===== src/core/tmr_ext_pkg.sv =====
// package: register map, field positions and carrier types for the external pin block
package tmr_ext_pkg;
  localparam int ADDR_W = 8;
  localparam logic [ADDR_W-1:0] OFF_EXT_PIN_CONTROL = 8'h14;
  localparam logic [ADDR_W-1:0] OFF_EXT_EVENT_STATUS = 8'h18;
  localparam logic [ADDR_W-1:0] OFF_CAPTURE_VALUE = 8'h10;
  localparam logic [ADDR_W-1:0] OFF_COUNTER_VALUE = 8'h0C;
  localparam logic [ADDR_W-1:0] OFF_EXT_IRQ_MASK = 8'h1C;
  localparam logic [ADDR_W-1:0] OFF_COUNT_MODE = 8'h20;
  localparam logic [31:0] RST_EXT_PIN_CONTROL = 32'h00000000;
  localparam logic [31:0] RST_EXT_EVENT_STATUS = 32'h00000000;
  localparam logic [31:0] UNMAPPED_READ = 32'h00000000;
  localparam int CTL_W = 8;
  localparam int CNT_W = 24;
  localparam int DB_STABLE = 4;
  localparam int BIT_COUNT_PHASE = 0;
  localparam int BIT_EDGE_LO = 1;
  localparam int BIT_TRIG_EN = 3;
  localparam int BIT_ACTION = 4;
  localparam int BIT_IRQ_EN = 5;
  localparam int BIT_TRIG_DB = 6;
  localparam int BIT_CNT_DB = 7;
  localparam int BIT_FLAG = 0;
  localparam int BIT_COUNT_MODE = 0;

  // edge select encodings
  typedef enum logic [1:0] {
    EDGE_FALL = 2'h0,
    EDGE_RISE = 2'h1,
    EDGE_BOTH = 2'h2,
    EDGE_RSVD = 2'h3
  } edge_sel_t;

  // decoded control register
  typedef struct packed {
    logic count_pin_debounce_en;
    logic trigger_pin_debounce_en;
    logic ext_irq_enable;
    logic trigger_action_select;
    logic trigger_pin_enable;
    edge_sel_t trigger_edge_select;
    logic count_phase;
  } ctl_t;

  // avalon request bundle
  typedef struct packed {
    logic [ADDR_W-1:0] address;
    logic read;
    logic write;
    logic [31:0] writedata;
    logic [3:0] byteenable;
  } av_req_t;

  // synchroniser plus debounce state of one pin
  typedef struct packed {
    logic s1;
    logic s2;
    logic prev_raw;
    logic level;
    logic [2:0] stable_cnt;
    logic prev_out;
  } pin_state_t;
endpackage


===== src/core/tmr_ext_pin_cond.sv =====
// module: pin synchroniser, optional debounce and edge detector
`timescale 1ns/100ps
module tmr_ext_pin_cond
  import tmr_ext_pkg::*;
#(
  parameter int STABLE = DB_STABLE
) (
  input wire logic clk_i,
  input wire logic rst_i,
  input wire logic pin_i,
  input wire logic debounce_en_i,
  output logic rise_o,
  output logic fall_o,
  output logic level_o
);
  pin_state_t st_q; // all state
  pin_state_t st_d; // next state
  logic cur; // level seen by edge detector

  // two-flop sync, then filter that needs STABLE equal samples
  always_comb begin
    st_d = st_q;
    st_d.s1 = pin_i;
    st_d.s2 = st_q.s1;
    st_d.prev_raw = st_q.s2;
    if (st_q.s2 != st_q.prev_raw) begin
      st_d.stable_cnt = 3'h0;
    end else if (st_q.stable_cnt < 3'(STABLE - 1)) begin
      st_d.stable_cnt = st_q.stable_cnt + 3'h1;
    end else begin
      st_d.level = st_q.s2;
    end
    // bypass still uses the synced level, so switching debounce glitches only while level and s2 differ
    cur = debounce_en_i ? st_q.level : st_q.s2;
    st_d.prev_out = cur;
  end

  always_ff @(posedge clk_i) begin
    if (rst_i) begin
      st_q <= '0;
    end else begin
      st_q <= st_d;
    end
  end

  // edges compare against last cycle's chosen level
  assign rise_o = cur & ~st_q.prev_out;
  assign fall_o = ~cur & st_q.prev_out;
  assign level_o = cur;

  AST_SYNC_TWO_FLOPS: assert property (@(posedge clk_i) disable iff (rst_i)
    !debounce_en_i && $changed(pin_i) ##1 !debounce_en_i && $stable(pin_i) |=> !debounce_en_i || level_o == $past(pin_i, 2))
    else $error("sync path latency wrong");
endmodule


===== src/core/tmr_ext_pin_capture.sv =====
// module: external trigger and count pin logic of one timer with avalon registers
`timescale 1ns/100ps
// Function
// - count pin debounce when its enable set
// - trigger pin debounce when its enable set
// - selected trigger edge raises irq when enabled and the irq mask is set
// - action select: 1 resets counter, 0 captures
// - trigger pin ignored unless enabled
// - edge field: fall, rise, both, reserved
// - count phase picks counted count-pin edge
// - enabled matching trigger edge sets event flag
// - writing one clears the event flag
// - capture loads 24-bit counter on trigger
// - event count mode counts count-pin edges
module tmr_ext_pin_capture
  import tmr_ext_pkg::*;
#(
  parameter int STABLE = DB_STABLE
) (
  input wire logic CLK_SYS_I,
  input wire logic RST_I,
  input wire logic [ADDR_W-1:0] AVS_ADDRESS_I,
  input wire logic AVS_READ_I,
  input wire logic AVS_WRITE_I,
  input wire logic [31:0] AVS_WRITEDATA_I,
  input wire logic [3:0] AVS_BYTEENABLE_I,
  output logic [31:0] AVS_READDATA_O,
  output logic AVS_WAITREQUEST_O,
  input wire logic TRIGGER_PIN_I,
  input wire logic COUNT_PIN_I,
  input wire logic TICK_I,
  output logic [CNT_W-1:0] COUNTER_VALUE_O,
  output logic [CNT_W-1:0] CAPTURE_VALUE_O,
  output logic EXT_IRQ_O
);
  // whole block state
  typedef struct packed {
    ctl_t ctl;
    logic ext_event_flag;
    logic irq_mask;
    logic event_count_mode;
    logic [CNT_W-1:0] counter_value;
    logic [CNT_W-1:0] capture_value;
    logic ack;
    logic [31:0] rdata;
  } blk_state_t;

  blk_state_t st_q; // registered state
  blk_state_t st_d; // next state
  av_req_t req; // bundled bus request
  logic trig_rise; // trigger pin edges
  logic trig_fall;
  logic cnt_rise; // count pin edges
  logic cnt_fall;
  logic trig_hit; // enabled, matching trigger edge
  logic cnt_hit; // counted count-pin edge
  logic wr_acc; // write taken this cycle
  logic rd_acc; // read taken this cycle
  logic [31:0] rd_mux; // read data before register

  assign req = '{address: AVS_ADDRESS_I, read: AVS_READ_I, write: AVS_WRITE_I,
                 writedata: AVS_WRITEDATA_I, byteenable: AVS_BYTEENABLE_I};

  // trigger pin conditioning
  tmr_ext_pin_cond #(.STABLE(STABLE)) u_trig (
    .clk_i(CLK_SYS_I),
    .rst_i(RST_I),
    .pin_i(TRIGGER_PIN_I),
    .debounce_en_i(st_q.ctl.trigger_pin_debounce_en),
    .rise_o(trig_rise),
    .fall_o(trig_fall),
    .level_o()
  );

  // count pin conditioning
  tmr_ext_pin_cond #(.STABLE(STABLE)) u_cnt (
    .clk_i(CLK_SYS_I),
    .rst_i(RST_I),
    .pin_i(COUNT_PIN_I),
    .debounce_en_i(st_q.ctl.count_pin_debounce_en),
    .rise_o(cnt_rise),
    .fall_o(cnt_fall),
    .level_o()
  );

  // edge decode and gating
  always_comb begin
    case (st_q.ctl.trigger_edge_select)
      EDGE_FALL: trig_hit = trig_fall;
      EDGE_RISE: trig_hit = trig_rise;
      EDGE_BOTH: trig_hit = trig_rise | trig_fall;
      default: trig_hit = 1'b0; // reserved code detects nothing
    endcase
    trig_hit = trig_hit & st_q.ctl.trigger_pin_enable;
    cnt_hit = st_q.ctl.count_phase ? cnt_rise : cnt_fall;
  end

  // one wait state: ack comes the cycle after the request
  assign wr_acc = req.write & st_q.ack;
  assign rd_acc = req.read & st_q.ack;
  assign AVS_WAITREQUEST_O = (req.read | req.write) & ~st_q.ack;

  // read mux
  always_comb begin
    case (req.address)
      OFF_EXT_PIN_CONTROL: rd_mux = {24'h000000, st_q.ctl};
      OFF_EXT_EVENT_STATUS: rd_mux = {31'h00000000, st_q.ext_event_flag};
      OFF_EXT_IRQ_MASK: rd_mux = {31'h00000000, st_q.irq_mask};
      OFF_COUNT_MODE: rd_mux = {31'h00000000, st_q.event_count_mode};
      OFF_COUNTER_VALUE: rd_mux = {8'h00, st_q.counter_value};
      OFF_CAPTURE_VALUE: rd_mux = {8'h00, st_q.capture_value};
      default: rd_mux = UNMAPPED_READ;
    endcase
  end

  // next state
  always_comb begin
    st_d = st_q;
    st_d.ack = (req.read | req.write) & ~st_q.ack;
    st_d.rdata = st_q.ack ? st_q.rdata : rd_mux;
    // writes; only the low byte lane holds live bits
    if (wr_acc && req.byteenable[0]) begin
      case (req.address)
        OFF_EXT_PIN_CONTROL: st_d.ctl = ctl_t'(req.writedata[CTL_W-1:0]);
        OFF_EXT_IRQ_MASK: st_d.irq_mask = req.writedata[0];
        OFF_COUNT_MODE: st_d.event_count_mode = req.writedata[BIT_COUNT_MODE];
        OFF_EXT_EVENT_STATUS: begin
          if (req.writedata[BIT_FLAG]) begin
            st_d.ext_event_flag = 1'b0;
          end
        end
        default: ;
      endcase
    end
    // hardware set wins over a same-cycle clear
    if (trig_hit) begin
      st_d.ext_event_flag = 1'b1;
    end
    // counter: external events or prescaled ticks
    if (st_q.event_count_mode ? cnt_hit : TICK_I) begin
      st_d.counter_value = st_q.counter_value + 24'h000001;
    end
    if (trig_hit) begin
      if (st_q.ctl.trigger_action_select) begin
        st_d.counter_value = '0;
      end else begin
        st_d.capture_value = st_q.counter_value;
      end
    end
  end

  always_ff @(posedge CLK_SYS_I) begin
    if (RST_I) begin
      st_q <= '0;
      st_q.ctl <= ctl_t'(RST_EXT_PIN_CONTROL[CTL_W-1:0]);
      st_q.ext_event_flag <= RST_EXT_EVENT_STATUS[BIT_FLAG];
      st_q.irq_mask <= 1'b1;
    end else begin
      st_q <= st_d;
    end
  end

  // flag gated by enable bit and mask
  assign EXT_IRQ_O = st_q.ext_event_flag & st_q.ctl.ext_irq_enable & st_q.irq_mask;
  assign AVS_READDATA_O = st_q.rdata;
  assign COUNTER_VALUE_O = st_q.counter_value;
  assign CAPTURE_VALUE_O = st_q.capture_value;

  // checks
  AST_EDGE_SETS_FLAG: assert property (@(posedge CLK_SYS_I) disable iff (RST_I)
    trig_hit |=> st_q.ext_event_flag)
    else $error("flag not set by trigger edge");
  AST_DISABLED_IGNORED: assert property (@(posedge CLK_SYS_I) disable iff (RST_I)
    !st_q.ctl.trigger_pin_enable && !st_q.ext_event_flag && !wr_acc |=> !st_q.ext_event_flag)
    else $error("disabled trigger set flag");
  AST_RESERVED_EDGE: assert property (@(posedge CLK_SYS_I) disable iff (RST_I)
    st_q.ctl.trigger_edge_select == EDGE_RSVD |-> !trig_hit)
    else $error("reserved edge code detected an edge");
  AST_W1C: assert property (@(posedge CLK_SYS_I) disable iff (RST_I)
    wr_acc && req.address == OFF_EXT_EVENT_STATUS && req.byteenable[0] && req.writedata[0] && !trig_hit
    |=> !st_q.ext_event_flag)
    else $error("write one did not clear flag");
  AST_W0_KEEPS: assert property (@(posedge CLK_SYS_I) disable iff (RST_I)
    wr_acc && req.address == OFF_EXT_EVENT_STATUS && !req.writedata[0] && st_q.ext_event_flag
    |=> st_q.ext_event_flag)
    else $error("write zero changed flag");
  AST_IRQ: assert property (@(posedge CLK_SYS_I) disable iff (RST_I)
    trig_hit && st_q.ctl.ext_irq_enable && st_q.irq_mask && !wr_acc |=> EXT_IRQ_O)
    else $error("irq not raised");
  AST_IRQ_OFF: assert property (@(posedge CLK_SYS_I) disable iff (RST_I)
    !st_q.ctl.ext_irq_enable |-> !EXT_IRQ_O)
    else $error("irq raised while disabled");
  AST_CAPTURE: assert property (@(posedge CLK_SYS_I) disable iff (RST_I)
    trig_hit && !st_q.ctl.trigger_action_select |=> CAPTURE_VALUE_O == $past(st_q.counter_value))
    else $error("capture value wrong");
  AST_RESET_MODE: assert property (@(posedge CLK_SYS_I) disable iff (RST_I)
    trig_hit && st_q.ctl.trigger_action_select |=> COUNTER_VALUE_O == 24'h000000)
    else $error("counter not cleared");
  AST_EVENT_COUNT: assert property (@(posedge CLK_SYS_I) disable iff (RST_I)
    st_q.event_count_mode && cnt_hit && !trig_hit |=> COUNTER_VALUE_O == $past(st_q.counter_value) + 24'h000001)
    else $error("event count missed");
  AST_PHASE: assert property (@(posedge CLK_SYS_I) disable iff (RST_I)
    st_q.ctl.count_phase && cnt_fall |-> !cnt_hit)
    else $error("wrong count phase");
  AST_WAIT_ONE: assert property (@(posedge CLK_SYS_I) disable iff (RST_I)
    $rose(AVS_READ_I) |-> AVS_WAITREQUEST_O ##1 !AVS_WAITREQUEST_O)
    else $error("wait state count wrong");

  COV_CAPTURE: cover property (@(posedge CLK_SYS_I) disable iff (RST_I)
    trig_hit && !st_q.ctl.trigger_action_select);
  COV_RESET: cover property (@(posedge CLK_SYS_I) disable iff (RST_I)
    trig_hit && st_q.ctl.trigger_action_select);
  COV_IRQ_CLEAR: cover property (@(posedge CLK_SYS_I) disable iff (RST_I)
    EXT_IRQ_O ##[1:20] !EXT_IRQ_O);
  COV_EVENT_COUNT: cover property (@(posedge CLK_SYS_I) disable iff (RST_I)
    st_q.event_count_mode && cnt_hit);
endmodule


===== config.mk =====
export PLATFORM = sky130hd
export DESIGN_NAME = tmr_ext_pin_capture
export DESIGN_NICKNAME = d
export VERILOG_FILES = /design/src/core/tmr_ext_pkg.sv /design/src/core/tmr_ext_pin_cond.sv /design/src/core/tmr_ext_pin_capture.sv
export SDC_FILE = /design/constraint.sdc
export NUM_CORES = 1
export LEC_CHECK = 0
export ABC_AREA = 1
export BUFFER_PORTS_ARGS = -buffer_cell sky130_fd_sc_hd__clkbuf_2
export CORE_MARGIN = 1.5
export CORE_UTILIZATION = 58
export CTS_BUF_LIST = sky130_fd_sc_hd__clkbuf_16
export DETAILED_ROUTE_END_ITERATION = 12
export PLACE_DENSITY = 0.85
export SKIP_LAST_GASP = 1
export SLEW_MARGIN = 20
export SYNTH_ARGS = -nofsm -noshare
export SYNTH_HDL_FRONTEND = slang
export SYNTH_SLANG_ARGS = --single-unit
export TNS_END_PERCENT = 30

===== constraint.sdc =====
create_clock -name CLK_SYS_I -period 3.6 [get_ports CLK_SYS_I]
set_input_delay 0.36 -clock CLK_SYS_I [delete_from_list [all_inputs] [get_ports CLK_SYS_I]]
set_output_delay 0.36 -clock CLK_SYS_I [all_outputs]
set_load 0.02 [all_outputs]

# Word level (Yosys, flattened, before mapping)
# Index checks and enable logic that the tools add are counted.
# word_totals
ff_bits,108
out_inout_bits,82
wordCells,92
# classes
n_addsub,3
order_cmp,2
n_eq_ne,10
muxes,16
n_bitwise,21
n_reduce_logical,14
# op_table
op,count
24-bit case mux with 6 select lines,1
24-bit 2-to-1 mux,3
48-bit 2-to-1 mux,1
8-bit by 5-bit == test with 1-bit output (second input constant),4
24-bit by 1-bit adder with 24-bit output (second input constant),1
2-bit AND reduction,6
1-bit inverter,10
1-bit AND,9
1-bit 2-to-1 mux,9
8-bit by 4-bit == test with 1-bit output (second input constant),1
8-bit by 6-bit == test with 1-bit output (second input constant),1
3-bit by 1-bit adder with 3-bit output (second input constant),2
3-bit by 2-bit less-than comparator with 1-bit output (second input constant),2
2-bit nonzero test,3
2-bit OR reduction,2
3-bit 2-to-1 mux,1
1-bit case mux with 3 select lines,1
3-bit AND reduction,1
2-bit by 1-bit == test with 1-bit output (second input constant),1
2-bit == test (second input constant),1
2-bit logical NOT,1
1-bit != test,2
1-bit OR,2
1-bit logical AND,1

# Longest topological paths before layout
# logic_depth
ltp_word,8
mapped_depth,13

# Cells and area by module
# From an unflattened synthesis, not the netlist that was laid out.
# unflattened
cells_unflattened,763
area_unflattened_um2,5358.9
# modules_own_cells
mod,n_inst,cells_per_inst,area_per_inst_um2,seq_area_each_um2
tmr_ext_pin_capture,1,675,4665.7,1681.6
tmr_ext_pin_cond,2,44,346.6,160.2

# Least setup slack after synthesis
# OpenSTA, ideal clock, no wires.
# synth_timing
path_kind,flip-flop to flip-flop
startpoint,register st_q[90] in the netlist's numbering
endpoint,register st_q (netlist bit COUNTER_VALUE_O[10])
setup_time_ns,0.116
t_arrival_ns,1.870
slack_ns,1.614
path_stages_with_launch,13
path_buffers,1
synth_period_minus_slack_ns,1.986
cell_sequence,dfxtp_1 -> inv_1 -> or2_2 -> o21ai_0 -> inv_1 -> ha_1 -> nand2_1 -> nand2_1 -> o21ai_1 -> nand2_1 -> o21ai_2 -> buf_4 -> a21oi_1
# synth_between
elab_chain_cells,7
# synth_lines
item,line,text
"start, declared",tmr_ext_pin_capture.sv:48,blk_state_t st_q;
"start signal, assigned",tmr_ext_pin_capture.sv:159,st_q <= st_d;
1-bit 2-to-1 mux *,tmr_ext_pin_cond.sv:34,cur = debounce_en_i ? st_q.level : st_q.s2;
net u_trig.level_o,tmr_ext_pin_cond.sv:14,output logic level_o
1-bit inverter,tmr_ext_pin_cond.sv:48,assign fall_o = ~cur & st_q.prev_out;
1-bit AND,tmr_ext_pin_cond.sv:48,
1-bit OR,tmr_ext_pin_capture.sv:91,EDGE_BOTH: trig_hit = trig_rise | trig_fall;
1-bit case mux with 3 select lines *,tmr_ext_pin_capture.sv:88,case (st_q.ctl.trigger_edge_select)
1-bit AND *,tmr_ext_pin_capture.sv:94,trig_hit = trig_hit & st_q.ctl.trigger_pin_enable;
48-bit 2-to-1 mux *,tmr_ext_pin_capture.sv:143,if (trig_hit) begin
# Mark *: on every way through the listed nets, which the timed path passes. The rest lies on a longest branch.
# A chain may end at the register's enable or synchronous reset.

# Worst setup path in the final report
# layout_timing
startpoint,register st_q[90] in the netlist's numbering
endpoint,register st_q (netlist bit COUNTER_VALUE_O[12])
# Same word-level chain as after synthesis.

==> results.sh <==
export IMPL_area_sequential_um2=2000
export IMPL_hold_viol=0
export IMPL_routed_via_density=5.27
export IMPL_syn_cell_area_um2=5540
export IMPL_finalCritPeriodShare_pct=65.0
export IMPL_syn_inst=770
export IMPL_initial_utilization_pct=59.9
export IMPL_numCtsBuffers=9
export IMPL_crit_type="reg -> reg"
export IMPL_hold_path_class="in -> reg"
export IMPL_rows=35
export IMPL_final_cell_mix="nand2_1, dfxtp_1, clkbuf_2"
export IMPL_layout_drive_gt1_share_pct=21.8
export IMPL_ioPinCount=133
export IMPL_portBuffers=97
export IMPL_top_layer="met4"
export IMPL_die_height_um=101
export IMPL_rsz0062_at_grt="no"
export IMPL_post_route_util_pct=62.6
export IMPL_crit_required_ns=3.83
export IMPL_gp_congestion=0.887
export IMPL_worstRegToRegCells=12
export IMPL_multi_input_area_um2=2460
export IMPL_ys_ff_latch=100
export IMPL_tightest_slew_ns=0.855
export IMPL_worstSetupStartpointType="register"
export IMPL_slew_headroom_pct=43.0
export IMPL_fin_tns_setup_ns=0
export IMPL_ctsHoldBuffers=0
export IMPL_die_x_um=101
export IMPL_grt_pass1_wl_um=20400
export IMPL_cp_max_fo=9
export IMPL_h_tree_depth=3
export IMPL_area_growth_pct=4.43
export IMPL_grt_util_all_layers_pct=25.4
export IMPL_clock_latency_ns=0.34
export IMPL_finalCriticalPeriod_ns=2.34
export IMPL_status="completed"
export IMPL_wire_per_inst_um=13.9
export IMPL_antenna_found_initial=0
export IMPL_timing_fmax_mhz=427
export IMPL_grt_max_degree=49
export IMPL_yosysTopAreaCell="dfxtp_1"
export IMPL_grt_pass1_vias=4251
export IMPL_cts_root_buf="clkbuf_16"
export IMPL_globalRouteOverflowTotal=0
export IMPL_met1_length_um=5610
export IMPL_die_area_um2=10100
export IMPL_nets=837
export IMPL_vias=4825
export IMPL_setup_violations_final=0
export IMPL_dr_wl_met2_um=5760
export IMPL_max_clock_path_buffers=2
export IMPL_ys_warn_count=0
export IMPL_min_delay_path_depth=3
export IMPL_cp_end_kind="register"
export IMPL_p_leak_nw=2.38
export IMPL_core_um2=9240
export IMPL_path_clk_slew_ns=0.07
export IMPL_fillCellCount=846
export IMPL_post_cts_buffers=0
export IMPL_hold_ws_ns=0.204
export IMPL_num_antenna_cells=0
export IMPL_ys_types=36
export IMPL_dr_pass1_iters=6
export IMPL_ir_drop_mv=0.255
export IMPL_wirelength_um=12700
export IMPL_synth_area_top_cells="dfxtp_1, buf_4, nand2_1"
export IMPL_yosysTopAreaCellShare_pct=36.2
export IMPL_dr_wl_met3_um=1060
export IMPL_drc_errors=0
export IMPL_cts_resized=0
export IMPL_dp_hpwl_um=9190
export IMPL_ant_nets=0
export IMPL_syn_avg_cell_area_um2=7.19
export IMPL_cts_tree="built"
export IMPL_drv_slew=0
export IMPL_mostFrequentLayoutCell="nand2_1"
export IMPL_powerDensity_nw_per_um2=400
export IMPL_crit_arrival_ns=2.57
export IMPL_ys_seq_area_share_pct=36.2
export IMPL_clock_skew_ns=0.00600
export IMPL_first_iter_violations=384
export IMPL_clkSinkCount=100
export IMPL_maxCapViolations=0
## through the flow
step | setup WS (ns) | instances | power [mW] | instance area [um2]
2_1_floorplan | 1.61 | 777 | 1.29 | 5560
3_3_place_gp | 1.31 | 899 | 1.31 | 5470
3_5_place_dp | 1.27 | 899 | 1.31 | 5470
4_1_cts | 1.26 | 915 | 2.33 | 5780
5_1_grt | 1.05 | 915 | 2.38 | 5780
6_report | 1.26 | 915 | 2.31 | 5780
## synth_stat cells
master	n
o21ai_0	35
nand2_4	3
nor2_8	1
nor3_1	5
conb_1	1
and2_1	1
dfxtp_1	100
a21oi_2	11
buf_6	6
buf_4	85
clkinv_1	2
o211ai_1	1
buf_1	4
ha_1	5
nor2_2	6
nand3b_1	2
nor2_1	63
inv_1	80
nand3_4	1
nand2_1	140
nand3_1	71
a311oi_1	2
nand3_2	2
o21ai_1	9
o21ai_2	11
or2_2	2
xnor2_1	2
inv_2	3
xor2_1	7
buf_2	8
a211oi_1	1
a21oi_1	68
clkbuf_1	6
nor2_4	7
nand4_1	11
nand2_2	8
## critical path, stage by stage (launching register included)
cell and delay (ns):
dfxtp_1 0.35, inv_1 0.07, or2_2 0.27, o21ai_0 0.14, inv_1 0.08, ha_1 0.28
nand2_1 0.07, nand2_1 0.04, o21ai_1 0.15, nand2_1 0.10, o21ai_2 0.35, buf_4 0.25
a21oi_1 0.06
## per-layer routing
layer | up-vias | global-route usage [%]
met1 | 2185 | 35.5
li1 | 2404 | -
met5 | - | 0
met4 | 0 | 10.3
met2 | 215 | 39.1
met3 | 21 | 4.23
## where the power goes
part           switching (mW)  total, mW  internal (mW)
Sequential             0.0165       1.14           1.13
Clock                   0.419       1.03          0.607
Combinational           0.102      0.147         0.0448
## kinds of logic (layout without fill, tap and decap cells)
logic type / after synthesis / after routing / synth area share (%)
compound gates: 138 / 138 / 14.2
xor+xnor: 9 / 9 / 1.42
fa+ha+maj: 5 / 5 / 1.13
buf+inv: 194 / 203 / 19.9
flops: 100 / 100 / 36.2
other cells: 1 / 8 / 0.0677
simple gates: 323 / 323 / 27.1
## path summary, 6_finish.rpt
check / startpoint / endpoint / slack [ns]
setup / recovery: st_q[90]$_SDFFE_PP0P_ / COUNTER_VALUE_O[12]$_SDFF_PP0_ / 1.26
hold / removal: COUNT_PIN_I / u_cnt.st_d[6]$_SDFF_PP0_ / 0.20
setup reg to reg: st_q[90]$_SDFFE_PP0P_ / COUNTER_VALUE_O[12]$_SDFF_PP0_ / 1.26
hold reg to reg: u_trig.st_d[6]$_SDFF_PP0_ / u_trig.st_d[5]$_SDFF_PP0_ / 0.40
## state kept, by name, indices dropped and copies added, names as in the netlist
| register | count |
|---|---|
| AVS_READDATA_O | 24 |
| CAPTURE_VALUE_O | 24 |
| COUNTER_VALUE_O | 24 |
| st_q | 12 |
| u_cnt.st_d | 2 |
| u_cnt.st_q | 6 |
| u_trig.st_d | 2 |
| u_trig.st_q | 6 |
## area by class of cell
class                      instances  share of cell area, %
multi-input combinational        483                   42.5
sequential                       100                   34.6
timing repair buffer             102                   9.04
inverter                          85                   5.52
clock buffer                       9                   3.89
tap                              129                   2.79
clock inverter                     7                   1.60
Note: power is estimated with default switching activity, not from simulation.
